**src/hdl/monitor_pkg.sv**
```systemverilog
// Purpose: Shared constants, types and switch map for the current monitor sequencer
// Assumes: 10 MHz aclk, AXI4-Lite register access, 32-bit data
// Notes:   Phase timings are least times, rounded up to whole cycles
package monitor_pkg;

	localparam int CLK_PERIOD_NS  = 100;
	localparam int SAMPLE_TIME_NS = 400;
	localparam int GAP_TIME_NS    = 100;
	localparam int SAMPLE_CYCLES_RAW = (SAMPLE_TIME_NS + CLK_PERIOD_NS - 1) / CLK_PERIOD_NS;
	localparam int GAP_CYCLES_RAW    = (GAP_TIME_NS + CLK_PERIOD_NS - 1) / CLK_PERIOD_NS;
	localparam int SAMPLE_CYCLES = (SAMPLE_CYCLES_RAW < 1) ? 1 : SAMPLE_CYCLES_RAW;
	localparam int GAP_CYCLES    = (GAP_CYCLES_RAW < 1) ? 1 : GAP_CYCLES_RAW;
	localparam int TIMER_W       = 8;

	localparam int ADDR_W = 8;
	localparam logic [ADDR_W-1:0] CTRL_OFFSET       = 8'h00;
	localparam logic [ADDR_W-1:0] GSTROBE_OFFSET    = 8'h04;
	localparam logic [ADDR_W-1:0] STATUS_OFFSET     = 8'h08;
	localparam logic [ADDR_W-1:0] CAL_GAIN_OFFSET   = 8'h0C;
	localparam logic [ADDR_W-1:0] CAL_OFFSET_OFFSET = 8'h10;
	localparam logic [ADDR_W-1:0] RESULT_OFFSET     = 8'h14;

	localparam logic [4:0]  CTRL_RESET       = 5'h00;
	localparam logic [15:0] CAL_GAIN_RESET   = 16'h4000;
	localparam logic [15:0] CAL_OFFSET_RESET = 16'h0000;
	localparam int          CAL_FRAC_BITS    = 14;
	localparam int          RESULT_W         = 12;

	localparam logic [1:0] RESP_OKAY   = 2'h0;
	localparam logic [1:0] RESP_SLVERR = 2'h2;

	typedef enum logic [1:0] {PH_IDLE, PH_SAMPLE, PH_GAP, PH_TRACK} phase_e;

	typedef struct packed {
		logic cal_bypass;
		logic direct_input_switch_on;
		logic bypass_select;
		logic strobe;
		logic enable;
	} ctrl_s;

	typedef struct packed {
		logic switch_four;
		logic switch_three;
		logic switch_two;
		logic switch_one;
	} switch_set_s;

	// A set bit means the switch is closed
	function automatic switch_set_s switch_pattern(input phase_e p);
		switch_set_s s;
		s = '0;
		unique case (p)
			PH_IDLE:   s = '{switch_four: 1'b0, switch_three: 1'b1, switch_two: 1'b1, switch_one: 1'b1};
			PH_SAMPLE: s = '{switch_four: 1'b0, switch_three: 1'b1, switch_two: 1'b0, switch_one: 1'b0};
			PH_GAP:    s = '{switch_four: 1'b0, switch_three: 1'b0, switch_two: 1'b0, switch_one: 1'b0};
			PH_TRACK:  s = '{switch_four: 1'b1, switch_three: 1'b0, switch_two: 1'b0, switch_one: 1'b0};
		endcase
		return s;
	endfunction : switch_pattern

	function automatic logic [1:0] phase_code(input phase_e p);
		logic [1:0] c;
		c = 2'h0;
		unique case (p)
			PH_IDLE:   c = 2'h0;
			PH_SAMPLE: c = 2'h1;
			PH_GAP:    c = 2'h2;
			PH_TRACK:  c = 2'h3;
		endcase
		return c;
	endfunction : phase_code

endpackage : monitor_pkg

```
**src/hdl/cal_corrector.sv**
```systemverilog
// Purpose: Gain and offset correction of one converted monitor result
// Assumes: Gain is unsigned fixed point with CAL_FRAC_BITS fraction bits
// Notes:   Result saturates to the converter range; one cycle latency
module cal_corrector #(
	parameter int RESULT_W = monitor_pkg::RESULT_W
)(
	input  wire logic                aclk,
	input  wire logic                aresetn,
	input  wire logic                cal_enable,
	input  wire logic [15:0]         gain,
	input  wire logic [15:0]         offset,
	input  wire logic [RESULT_W-1:0] raw,
	input  wire logic                raw_valid,
	output logic      [RESULT_W-1:0] result,
	output logic                     result_valid
);
	localparam logic signed [31:0] MAX_VAL = 32'((1 << RESULT_W) - 1);

	logic signed [31:0]   product;
	logic signed [31:0]   sum;
	logic [RESULT_W-1:0]  next_result;
	logic                 next_valid;

	always_comb
	begin
		product = $signed({1'b0, 15'h0000, gain}) * $signed({20'h00000, raw});
		sum = (product >>> monitor_pkg::CAL_FRAC_BITS) + 32'(signed'(offset));
		next_result = result;
		next_valid = raw_valid;
		if (raw_valid)
		begin
			if (!cal_enable)
				next_result = raw;
			else if (sum < 0)
				next_result = '0;
			else if (sum > MAX_VAL)
				next_result = MAX_VAL[RESULT_W-1:0];
			else
				next_result = sum[RESULT_W-1:0];
		end
	end

	always_ff @(posedge aclk)
	begin
		if (!aresetn)
		begin
			result <= '0;
			result_valid <= 1'b0;
		end
		else
		begin
			result <= next_result;
			result_valid <= next_valid;
		end
	end
endmodule : cal_corrector

```
**src/hdl/current_monitor_phase_sequencer.sv**
```systemverilog
// Purpose: Switch sequencer, controls and result correction for one current monitor
// Assumes: AXI4-Lite master, one write and one read outstanding at most
// Notes:   Software holds the strobe; the converter start is outside this block
//
// How it works
// An asserted strobe moves the idle sequencer into the switch sequence.
// Strobe removal or a cleared enable returns to idle from any phase; nothing else aborts.
// Idle closes switches one to three and opens switch four.
// Sample phase opens switches one and two, keeps three closed.
// Gap phase opens all four switches between sample and track.
// Track closes only switch four and holds while the strobe stays high.
// Phases advance idle, sample, gap, track; idle again only on strobe removal or a cleared enable.
// A run-time enable per monitor; cleared puts the monitor in low power.
// Bypass select steers the converter channel to amplifier or high side pad.
// Direct-input setting opens or closes the isolation switch.
// Converted results get gain and offset correction by default.
// Regular and global strobes are ORed into the effective strobe.
// Controller waits 1 us after the strobe before starting a conversion.
// Controller keeps the strobe until the converter goes from sample to hold.
// Controller holds the strobe 5 to 200 us high, at least 5 us low.
// Sample and gap phase lengths are fixed cycle counts set by parameters.
// A cleared enable forces idle and ignores strobes until set again.
module current_monitor_phase_sequencer #(
	parameter int          SAMPLE_CYCLES      = monitor_pkg::SAMPLE_CYCLES,
	parameter int          GAP_CYCLES         = monitor_pkg::GAP_CYCLES,
	parameter logic [15:0] CAL_GAIN_DEFAULT   = monitor_pkg::CAL_GAIN_RESET,
	parameter logic [15:0] CAL_OFFSET_DEFAULT = monitor_pkg::CAL_OFFSET_RESET
)(
	input  wire logic                             aclk,
	input  wire logic                             aresetn,
	input  wire logic [monitor_pkg::ADDR_W-1:0]   s_axi_awaddr,
	input  wire logic                             s_axi_awvalid,
	output logic                                  s_axi_awready,
	input  wire logic [31:0]                      s_axi_wdata,
	input  wire logic [3:0]                       s_axi_wstrb,
	input  wire logic                             s_axi_wvalid,
	output logic                                  s_axi_wready,
	output logic [1:0]                            s_axi_bresp,
	output logic                                  s_axi_bvalid,
	input  wire logic                             s_axi_bready,
	input  wire logic [monitor_pkg::ADDR_W-1:0]   s_axi_araddr,
	input  wire logic                             s_axi_arvalid,
	output logic                                  s_axi_arready,
	output logic [31:0]                           s_axi_rdata,
	output logic [1:0]                            s_axi_rresp,
	output logic                                  s_axi_rvalid,
	input  wire logic                             s_axi_rready,
	input  wire logic [monitor_pkg::RESULT_W-1:0] adc_result,
	input  wire logic                             adc_result_valid,
	output logic [monitor_pkg::RESULT_W-1:0]      corrected_result,
	output logic                                  corrected_valid,
	output monitor_pkg::switch_set_s              switches,
	output logic                                  isolation_switch,
	output logic                                  bypass_select,
	output logic                                  monitor_power_enable
);
	localparam int TW = monitor_pkg::TIMER_W;

	monitor_pkg::ctrl_s                  ctrl;
	monitor_pkg::ctrl_s                  next_ctrl;
	logic                                global_strobe;
	logic                                next_global_strobe;
	logic [15:0]                         cal_gain;
	logic [15:0]                         next_cal_gain;
	logic [15:0]                         cal_offset;
	logic [15:0]                         next_cal_offset;
	logic [monitor_pkg::ADDR_W-1:0]      aw_addr;
	logic [monitor_pkg::ADDR_W-1:0]      next_aw_addr;
	logic [31:0]                         w_data;
	logic [31:0]                         next_w_data;
	logic [3:0]                          w_strb;
	logic [3:0]                          next_w_strb;
	logic                                next_awready;
	logic                                next_wready;
	logic                                next_bvalid;
	logic [1:0]                          next_bresp;
	logic                                next_arready;
	logic                                next_rvalid;
	logic [31:0]                         next_rdata;
	logic [1:0]                          next_rresp;
	logic                                do_write;
	monitor_pkg::phase_e                 phase;
	monitor_pkg::phase_e                 next_phase;
	logic [TW-1:0]                       timer;
	logic [TW-1:0]                       next_timer;
	monitor_pkg::switch_set_s            next_switches;
	logic                                eff_strobe;

	// Either source starts the sequence; both must be low to end it
	assign eff_strobe = ctrl.strobe | global_strobe;

	// Register slave: write side
	always_comb
	begin
		next_awready = s_axi_awready;
		next_wready = s_axi_wready;
		next_aw_addr = aw_addr;
		next_w_data = w_data;
		next_w_strb = w_strb;
		next_bvalid = s_axi_bvalid;
		next_bresp = s_axi_bresp;
		next_ctrl = ctrl;
		next_global_strobe = global_strobe;
		next_cal_gain = cal_gain;
		next_cal_offset = cal_offset;
		do_write = !s_axi_awready && !s_axi_wready && !s_axi_bvalid;
		if (s_axi_bvalid && s_axi_bready)
			next_bvalid = 1'b0;
		if (s_axi_awvalid && s_axi_awready)
		begin
			next_aw_addr = s_axi_awaddr;
			next_awready = 1'b0;
		end
		if (s_axi_wvalid && s_axi_wready)
		begin
			next_w_data = s_axi_wdata;
			next_w_strb = s_axi_wstrb;
			next_wready = 1'b0;
		end
		if (do_write)
		begin
			next_bvalid = 1'b1;
			next_awready = 1'b1;
			next_wready = 1'b1;
			next_bresp = monitor_pkg::RESP_OKAY;
			unique case (aw_addr[monitor_pkg::ADDR_W-1:2])
				monitor_pkg::CTRL_OFFSET[monitor_pkg::ADDR_W-1:2]:
					if (w_strb[0])
						next_ctrl = w_data[4:0];
				monitor_pkg::GSTROBE_OFFSET[monitor_pkg::ADDR_W-1:2]:
					if (w_strb[0])
						next_global_strobe = w_data[0];
				monitor_pkg::CAL_GAIN_OFFSET[monitor_pkg::ADDR_W-1:2]:
				begin
					if (w_strb[0])
						next_cal_gain[7:0] = w_data[7:0];
					if (w_strb[1])
						next_cal_gain[15:8] = w_data[15:8];
				end
				monitor_pkg::CAL_OFFSET_OFFSET[monitor_pkg::ADDR_W-1:2]:
				begin
					if (w_strb[0])
						next_cal_offset[7:0] = w_data[7:0];
					if (w_strb[1])
						next_cal_offset[15:8] = w_data[15:8];
				end
				// Status and result are read-only; writes are dropped quietly
				monitor_pkg::STATUS_OFFSET[monitor_pkg::ADDR_W-1:2],
				monitor_pkg::RESULT_OFFSET[monitor_pkg::ADDR_W-1:2]: ;
				default:
					next_bresp = monitor_pkg::RESP_SLVERR;
			endcase
		end
	end

	always_ff @(posedge aclk)
	begin
		if (!aresetn)
		begin
			s_axi_awready <= 1'b1;
			s_axi_wready <= 1'b1;
			s_axi_bvalid <= 1'b0;
			s_axi_bresp <= monitor_pkg::RESP_OKAY;
			aw_addr <= '0;
			w_data <= '0;
			w_strb <= '0;
			ctrl <= monitor_pkg::CTRL_RESET;
			global_strobe <= 1'b0;
			cal_gain <= CAL_GAIN_DEFAULT;
			cal_offset <= CAL_OFFSET_DEFAULT;
		end
		else
		begin
			s_axi_awready <= next_awready;
			s_axi_wready <= next_wready;
			s_axi_bvalid <= next_bvalid;
			s_axi_bresp <= next_bresp;
			aw_addr <= next_aw_addr;
			w_data <= next_w_data;
			w_strb <= next_w_strb;
			ctrl <= next_ctrl;
			global_strobe <= next_global_strobe;
			cal_gain <= next_cal_gain;
			cal_offset <= next_cal_offset;
		end
	end

	// Register slave: read side
	always_comb
	begin
		next_arready = s_axi_arready;
		next_rvalid = s_axi_rvalid;
		next_rdata = s_axi_rdata;
		next_rresp = s_axi_rresp;
		if (s_axi_rvalid && s_axi_rready)
		begin
			next_rvalid = 1'b0;
			next_arready = 1'b1;
		end
		if (s_axi_arvalid && s_axi_arready)
		begin
			next_rvalid = 1'b1;
			next_arready = 1'b0;
			next_rresp = monitor_pkg::RESP_OKAY;
			next_rdata = 32'h00000000;
			unique case (s_axi_araddr[monitor_pkg::ADDR_W-1:2])
				monitor_pkg::CTRL_OFFSET[monitor_pkg::ADDR_W-1:2]:
					next_rdata = {27'h0000000, ctrl};
				monitor_pkg::GSTROBE_OFFSET[monitor_pkg::ADDR_W-1:2]:
					next_rdata = {31'h00000000, global_strobe};
				monitor_pkg::STATUS_OFFSET[monitor_pkg::ADDR_W-1:2]:
					next_rdata = {24'h000000, switches, eff_strobe, 1'b0,
						monitor_pkg::phase_code(phase)};
				monitor_pkg::CAL_GAIN_OFFSET[monitor_pkg::ADDR_W-1:2]:
					next_rdata = {16'h0000, cal_gain};
				monitor_pkg::CAL_OFFSET_OFFSET[monitor_pkg::ADDR_W-1:2]:
					next_rdata = {16'h0000, cal_offset};
				monitor_pkg::RESULT_OFFSET[monitor_pkg::ADDR_W-1:2]:
					next_rdata = {20'h00000, corrected_result};
				default:
					next_rresp = monitor_pkg::RESP_SLVERR;
			endcase
		end
	end

	always_ff @(posedge aclk)
	begin
		if (!aresetn)
		begin
			s_axi_arready <= 1'b1;
			s_axi_rvalid <= 1'b0;
			s_axi_rdata <= 32'h00000000;
			s_axi_rresp <= monitor_pkg::RESP_OKAY;
		end
		else
		begin
			s_axi_arready <= next_arready;
			s_axi_rvalid <= next_rvalid;
			s_axi_rdata <= next_rdata;
			s_axi_rresp <= next_rresp;
		end
	end

	// Phase sequencer; switch outputs follow the next phase so they stay registered
	always_comb
	begin
		next_phase = phase;
		next_timer = timer;
		if (!ctrl.enable || !eff_strobe)
			next_phase = monitor_pkg::PH_IDLE;
		else
		begin
			unique case (phase)
				monitor_pkg::PH_IDLE:
				begin
					next_phase = monitor_pkg::PH_SAMPLE;
					next_timer = TW'(SAMPLE_CYCLES - 1);
				end
				monitor_pkg::PH_SAMPLE:
					if (timer == '0)
					begin
						next_phase = monitor_pkg::PH_GAP;
						next_timer = TW'(GAP_CYCLES - 1);
					end
					else
						next_timer = timer - 1'b1;
				monitor_pkg::PH_GAP:
					if (timer == '0)
						next_phase = monitor_pkg::PH_TRACK;
					else
						next_timer = timer - 1'b1;
				monitor_pkg::PH_TRACK:
					next_phase = monitor_pkg::PH_TRACK;
			endcase
		end
		next_switches = monitor_pkg::switch_pattern(next_phase);
	end

	always_ff @(posedge aclk)
	begin
		if (!aresetn)
		begin
			phase <= monitor_pkg::PH_IDLE;
			timer <= '0;
			switches <= monitor_pkg::switch_pattern(monitor_pkg::PH_IDLE);
		end
		else
		begin
			phase <= next_phase;
			timer <= next_timer;
			switches <= next_switches;
		end
	end

	// Plain register bits drive the pad controls directly
	assign monitor_power_enable = ctrl.enable;
	assign bypass_select = ctrl.bypass_select;
	assign isolation_switch = ctrl.direct_input_switch_on;

	cal_corrector #(
		.RESULT_W     (monitor_pkg::RESULT_W)
	) corrector (
		.aclk         (aclk),
		.aresetn      (aresetn),
		.cal_enable   (!ctrl.cal_bypass),
		.gain         (cal_gain),
		.offset       (cal_offset),
		.raw          (adc_result),
		.raw_valid    (adc_result_valid),
		.result       (corrected_result),
		.result_valid (corrected_valid)
	);

	// Checks
	logic [TW-1:0] phase_age;

	always_ff @(posedge aclk)
	begin
		if (!aresetn || phase != next_phase)
			phase_age <= '0;
		else if (phase_age != '1)
			phase_age <= phase_age + 1'b1;
	end
endmodule : current_monitor_phase_sequencer

```
**config.mk**
```make
export PLATFORM = sky130hd
export DESIGN_NAME = current_monitor_phase_sequencer
export DESIGN_NICKNAME = d
export VERILOG_FILES = /design/src/hdl/monitor_pkg.sv /design/src/hdl/cal_corrector.sv /design/src/hdl/current_monitor_phase_sequencer.sv
export SDC_FILE = /design/constraint.sdc
export NUM_CORES = 1
export LEC_CHECK = 0
export BUFFER_PORTS_ARGS = -buffer_cell sky130_fd_sc_hd__buf_2
export CORE_UTILIZATION = 30
export DETAILED_ROUTE_END_ITERATION = 10
export SKIP_LAST_GASP = 1
export SLEW_MARGIN = 10
export SYNTH_ARGS = -nofsm -noshare
export SYNTH_HDL_FRONTEND = slang
export SYNTH_SLANG_ARGS = --single-unit
```
**constraint.sdc**
```tcl
create_clock -name aclk -period 15.3 [get_ports aclk]
set_input_delay 0.765 -clock aclk [delete_from_list [all_inputs] [get_ports aclk]]
set_output_delay 0.765 -clock aclk [all_outputs]
set_load 0.05 [all_outputs]
```
Word level (Yosys, flattened, before mapping)
Cells that the tools add are included.
{"block": "classes", "addsub": 2, "n_mul": 1, "div_mod_pow": 0, "magnitude_cmp": 2, "n_eq_ne": 17, "n_shift": 0, "mux": 21, "bitwise": 3, "n_reduce_logical": 31}
{"operator": "case mux 16 bit (6 select lines)", "count": 1}
{"operator": "two-way mux 12 bit", "count": 3}
{"operator": "greater-than comparator 32 x 13 -> 1 bit (second input constant)", "count": 1}
{"operator": "less-than comparator 32 x 1 -> 1 bit (second input constant)", "count": 1}
{"operator": "multiplier 16 x 12 -> 28 bit", "count": 1}
{"operator": "== test 6 x 2 -> 1 bit (second input constant)", "count": 4}
{"operator": "== test 6 x 3 -> 1 bit (second input constant)", "count": 4}
{"operator": "case mux 8 bit (3 select lines)", "count": 1}
{"operator": "AND reduction 3 bit", "count": 7}
{"operator": "adder 15 x 16 -> 17 bit", "count": 1}
{"operator": "two-way mux 8 bit", "count": 2}
{"operator": "case mux 2 bit (4 select lines)", "count": 2}
{"operator": "case mux 4 bit (4 select lines)", "count": 1}
{"operator": "== test 6 x 1 -> 1 bit (second input constant)", "count": 2}
{"operator": "logical NOT 6 bit", "count": 2}
{"operator": "OR reduction 6 bit", "count": 2}
{"operator": "two-way mux 2 bit", "count": 5}
{"operator": "== test 2 bit (second input constant)", "count": 4}
{"operator": "logical NOT 8 bit", "count": 1}
{"operator": "subtractor 8 x 1 -> 8 bit (second input constant)", "count": 1}
{"operator": "logical AND 1 bit", "count": 7}
{"operator": "two-way mux 1 bit", "count": 6}
{"operator": "logical NOT 1 bit", "count": 5}
{"operator": "== test 2 x 1 -> 1 bit (second input constant)", "count": 2}
{"operator": "8 further kinds", "count": 11}
{"block": "word_totals", "ff_bits": 132, "latchBits": 0, "mem_bits_rw": 0, "romBits": 0, "out_inout_bits": 61, "mem_count": 0}

Depth between registers and ports, before layout
{"block": "logic_depth", "depth_word": 6, "depth_mapped": 30, "depth_no_buf": 28}

By module
From an unflattened synthesis, not the netlist that was laid out.
{"block": "hier_totals", "hier_cells": 1349, "area_unflattened_um2": 11687.5}
{"module": "cal_corrector", "instances": 1, "cells_each": 862, "area_each_um2": 7190.6}
{"module": "current_monitor_phase_sequencer", "instances": 1, "cells_each": 487, "area_each_um2": 4496.8}

Worst setup path after synthesis
Ideal clock, no wire load.
{"block": "synth_path", "path_type": "input to register", "startpoint": "in adc_result[5] (netlist name)", "endpoint": "reg corrector.result[10]", "arrival_time_ns": 7.760, "setup_slack_ns": 7.405, "stages": 29, "path_buffers": 3, "cell_sequence": "clkbuf_1 > clkbuf_1 > nand2_1 > fa_1 > fa_1 > inv_1 > fa_1 > fa_1 > inv_1 > fa_1 > inv_1 > ha_1 > and2_1 > o2111ai_1 > a21oi_1 > o31a_4 > o21a_1 > o21a_1 > a311o_1 > ha_1 > and3_1 > a221oi_2 > o21ai_0 > a21oi_1 > a211o_1 > o2111ai_1 > buf_2 > o31ai_1 > a31oi_1"}
{"block": "synth_between", "elab_chain_len": 6, "elab_cells_between_ends": 7}
{"item": "start, declared", "line_no": "current_monitor_phase_sequencer.sv:48", "text": "input wire logic [monitor_pkg::RESULT_W-1:0] adc_result,"}
{"item": "multiplier 16 x 12 -> 28 bit *", "line_no": "cal_corrector.sv:26", "text": "product = $signed({1'b0, 15'h0000, gain}) * $signed({20'h00000, raw});"}
{"item": "adder 15 x 16 -> 17 bit *", "line_no": "cal_corrector.sv:27", "text": "sum = (product >>> monitor_pkg::CAL_FRAC_BITS) + 32'(signed'(offset));"}
{"item": "greater-than comparator 32 x 13 -> 1 bit", "line_no": "cal_corrector.sv:36", "text": "else if (sum > MAX_VAL)"}
{"item": "two-way mux 12 bit", "line_no": "cal_corrector.sv:36"}
{"item": "two-way mux 12 bit *", "line_no": "cal_corrector.sv:34", "text": "else if (sum < 0)"}
{"item": "two-way mux 12 bit *", "line_no": "cal_corrector.sv:32", "text": "if (!cal_enable)"}
{"item": "end signal, assigned", "line_no": "cal_corrector.sv:52", "text": "result <= next_result;"}
{"item": "end, declared", "line_no": "cal_corrector.sv:14", "text": "output logic [RESULT_W-1:0] result,"}
Mark *: on every way between the ends. The rest lies on a longest branch, timed or not.
A chain may end at the register's enable or synchronous reset.

Worst setup path after layout
{"block": "layout_path", "startpoint": "reg cal_gain[7]", "endpoint": "reg corrector.result[11]"}
{"block": "layout_between", "elab_chain_len": 6, "elab_cells_between_ends": 7}
{"item": "start, declared", "line_no": "current_monitor_phase_sequencer.sv:63", "text": "logic [15:0] cal_gain;"}
{"item": "start signal, assigned", "line_no": "current_monitor_phase_sequencer.sv:183", "text": "cal_gain <= next_cal_gain;"}
{"item": "multiplier 16 x 12 -> 28 bit *", "line_no": "cal_corrector.sv:26"}
{"item": "adder 15 x 16 -> 17 bit *", "line_no": "cal_corrector.sv:27"}
{"item": "greater-than comparator 32 x 13 -> 1 bit", "line_no": "cal_corrector.sv:36"}
{"item": "two-way mux 12 bit", "line_no": "cal_corrector.sv:36"}
{"item": "two-way mux 12 bit *", "line_no": "cal_corrector.sv:34"}
{"item": "two-way mux 12 bit *", "line_no": "cal_corrector.sv:32"}
Marks and branches as above.

==> flow_metrics.tcl <==
set metrics [dict create \
    critPathCaptureType "register" \
    min_period_over_period_pct 56.7 \
    whs_path_depth 2 \
    die_h_microns 197 \
    nNetsFinal 1644 \
    synthCells 1303 \
    synth_warnings 0 \
    worstHoldStart "aw_addr[7]$_SDFFE_PN0P_" \
    rows 70 \
    synthFlopType "dfxtp_1" \
    initial_core_util_pct 30.7 \
    synth_edf_count 0 \
    gr-total-overflow 0 \
    dp_cells 1840 \
    p_total_uw 636 \
    fp.coreArea_sq_mm 0.0370 \
    ctsLongestPathBuffers 2 \
    synth_area_per_cell_sq_um 8.72 \
    required_ns 15.53 \
    drive_gt1_share_pct 10.1 \
    antenna_found_initial 0 \
    setup_tns_ns 0 \
    hold_path.class "register to register" \
    power_per_cell_area_mw_per_mm2 50.9 \
    sw_frac_of_total_pct 30.9 \
    wl_mm 29.2 \
    grt_max_degree 105 \
    first_pass_iters 8 \
    cts_tree "yes" \
    netlist_area_sq_mm 0.0114 \
    ir_drop_v 0.0000633 \
    holdPathEnd "aw_addr[7]$_SDFFE_PN0P_" \
    final_util_pct 33.8 \
    top_usage_layer "met2" \
    htreeDepth 3 \
    seqPwrFrac_pct 48.0 \
    reg2reg_from "cal_gain[7]$_SDFFE_PN0P_" \
    met2_usage_pct 25.6 \
    yosysUniqueCellTypes 62 \
    cts_resized 0 \
    io_buffers 92 \
    finalHoldViolCount 0 \
    fmax_ghz 0.115 \
    reg2reg_to "corrector.result[11]$_SDFFE_PN0P_" \
    numCtsBuffers 9 \
    cp-start-kind "register" \
    setup_viol 0 \
    cap_violations 0 \
    clock_latency_ns 0.36 \
    gr-usage-met1_pct 21.5 \
    path_clk_slew_ns 0.09 \
    grt.met3_usage_pct 2.17 \
    intPower_uw 439 \
    grt_pass1_wl_mm 47.7 \
    drv_slew 0 \
    rsz0062_at_grt "false" \
    ys_ff_latch 111 \
    root_buffer "clkbuf_16" \
    min_period_ns 8.68 \
    ys_seq_area_share_pct 19.6 \
    final_common_cell "nand2_1" \
    ant_nets 0 \
    final_cell_mix "216 x nand2_1, 167 x inv_1, 140 x fa_1" \
    finalClockSkew_ns 0.0143 \
    crit_type "register to register" \
    fp.dieArea_sq_mm 0.0387 \
    worstRegToRegCells 26 \
    diodes 0 \
    die_w_microns 197 \
    fin_cells 1856 \
    post_cts_buffers 0 \
    wl_per_cell_microns 15.7 \
    syn2layout_area_growth_pct 9.86 \
    gp_congestion 0.853 \
    hold_buffers 0 \
    ios 133 \
    slew_headroom_pct 14.9 \
    dpl.hpwl_mm 22.3 \
    track_usage_pct 15.5 \
    p_clk_share_pct 37.3 \
    p_switching_uw 197 \
    worstMarginPinSlew_ns 1.27 \
    drtIter0Drc 520 \
    critPathArrivalTime_ns 8.91 \
    clock_sink_count 111 \
    p_leak_uw 0.00592 \
    worst-path-max-fanout 14 \
    status "finished, final reports clean" \
    dr_total_vias 8940 \
    synthArstFlopShare_pct 0 \
    pwr-share-comb_pct 14.7 \
    ff2ff_setup_slack_ns 6.62 \
    grt_pass1_vias 8984 \
    route.detailed.drc 0 \
    viasPerCell 4.82 \
]
==> routing by layer <==
metal	wire, microns	share of wire, %	vias up
met1	13700	47	4373
li1	-	-	4282
met5	0	0	-
met3	1640	5.6	30
met4	331	1.1	0
met2	13500	46	255
==> sequential cells by signal, indices dropped and copies added (netlist names), 2 cells and up <==
register	cells
w_data	16
timer	8
switches	3
w_strb	2
s_axi_rdata	16
ctrl	2
corrector.result	12
phase	2
cal_gain	16
aw_addr	6
cal_offset	16
==> area by class of cell <==
cell class                      instances  area (sq um)
Clock inverter                          7          72.6
Inverter                              167           627
Clock buffer                            9           225
Fill cell                            3893         24500
Multi-Input combinational cell        959          8190
Sequential cell                       111          2220
Timing Repair Buffer                   99           513
Tap cell                              504           631
==> critical path, stage by stage, from the launching register on <==
cell and delay [ns]:
dfxtp_1 0.85, nand2_1 0.19, fa_1 0.58, inv_1 0.05, fa_1 0.49, fa_1 0.53, fa_1 0.55, inv_1 0.05
fa_1 0.53, inv_1 0.04, ha_1 0.34, and2_1 0.18, o2111ai_1 0.14, a21oi_1 0.12, o31a_4 0.38, o21a_1 0.22
o21a_1 0.22, a311o_1 0.38, ha_1 0.35, and3_1 0.25, a221oi_2 0.37, o21ai_0 0.13, a21oi_1 0.21, a211o_1 0.15
o2111ai_1 0.52, a2111oi_0 0.64, nor3_1 0.09
==> per-stage QoR <==
| step | hold WS, ns | instance area [sq um] | setup slack, ns |
|---|---|---|---|
| 2_1_floorplan | 0.453 | 11400 | 7.41 |
| 3_3_place_gp | 0.467 | 12200 | 6.50 |
| 3_5_place_dp | 0.475 | 12200 | 6.38 |
| 4_1_cts | 0.486 | 12500 | 6.64 |
| 5_1_grt | 0.502 | 12500 | 6.29 |
| 6_report | 0.483 | 12500 | 6.62 |
==> synthesized netlist by cell type, types with 3 or more instances <==
master,n,area share [%]
nand2_1,216,7.1
o31ai_1,7,0.46
o2111ai_1,3,0.23
buf_4,19,1.3
a21boi_0,32,2.1
nor2_1,29,0.96
a31oi_1,8,0.44
nor2b_1,45,2.5
and2_1,79,4.3
mux2_2,4,0.40
o21a_1,9,0.59
inv_1,167,5.5
nand2b_1,7,0.39
mux2i_1,39,3.4
nand3b_1,6,0.40
a21oi_1,37,1.6
ha_1,85,9.4
nand3_1,16,0.70
nand4_1,7,0.39
dfxtp_1,111,20
and3b_1,3,0.23
a211o_1,3,0.23
a22oi_1,4,0.26
o211a_1,3,0.26
o211ai_1,5,0.33
nor4b_1,3,0.23
nor3_1,16,0.70
a21o_1,12,0.79
xor2_1,9,0.69
a211oi_1,7,0.46
clkbuf_1,62,2.0
fa_1,140,25
or2_2,4,0.22
a222oi_1,12,1.1
nor4_1,7,0.39
xnor2_1,13,1.0
o21ai_0,40,1.8
and3_1,4,0.22
==> worst max path at each step <==
stage | start | slack (ns) | cells past startpoint | end
detailed placement | adc_result[8] | 6.38 | 27 | corrector.result[11]$_SDFFE_PN0P_
CTS | cal_gain[7]$_SDFFE_PN0P_ | 6.64 | 26 | corrector.result[11]$_SDFFE_PN0P_
global route | cal_gain[7]$_SDFFE_PN0P_ | 6.29 | 26 | corrector.result[11]$_SDFFE_PN0P_
finish | cal_gain[7]$_SDFFE_PN0P_ | 6.62 | 26 | corrector.result[11]$_SDFFE_PN0P_
floorplan | adc_result[5] | 7.41 | 29 | corrector.result[10]$_SDFFE_PN0P_
global placement | adc_result[8] | 6.50 | 27 | corrector.result[11]$_SDFFE_PN0P_
==> power groups by stage <==
stage / Clock (uW) / Sequential, uW / Combinational, uW
floorplan: 0 / 322 / 57.3
detailed placement: 0 / 312 / 93.1
global route: 253 / 307 / 102
CTS: 242 / 305 / 93.4
global placement: 0 / 312 / 91.9
finish: 237 / 305 / 93.2
==> cell families after synthesis <==
| logic type | after synthesis | synth area share (%) |
|---|---|---|
| simple gates | 453 | 19.7 |
| xor+xnor | 22 | 1.70 |
| mux | 43 | 3.83 |
| fa+ha+maj | 225 | 34.0 |
| compound gates | 198 | 12.2 |
| other cells | 1 | 0.0330 |
| buf+inv | 250 | 8.91 |
| flops | 111 | 19.6 |
Note: power is estimated with default switching activity, not from simulation.
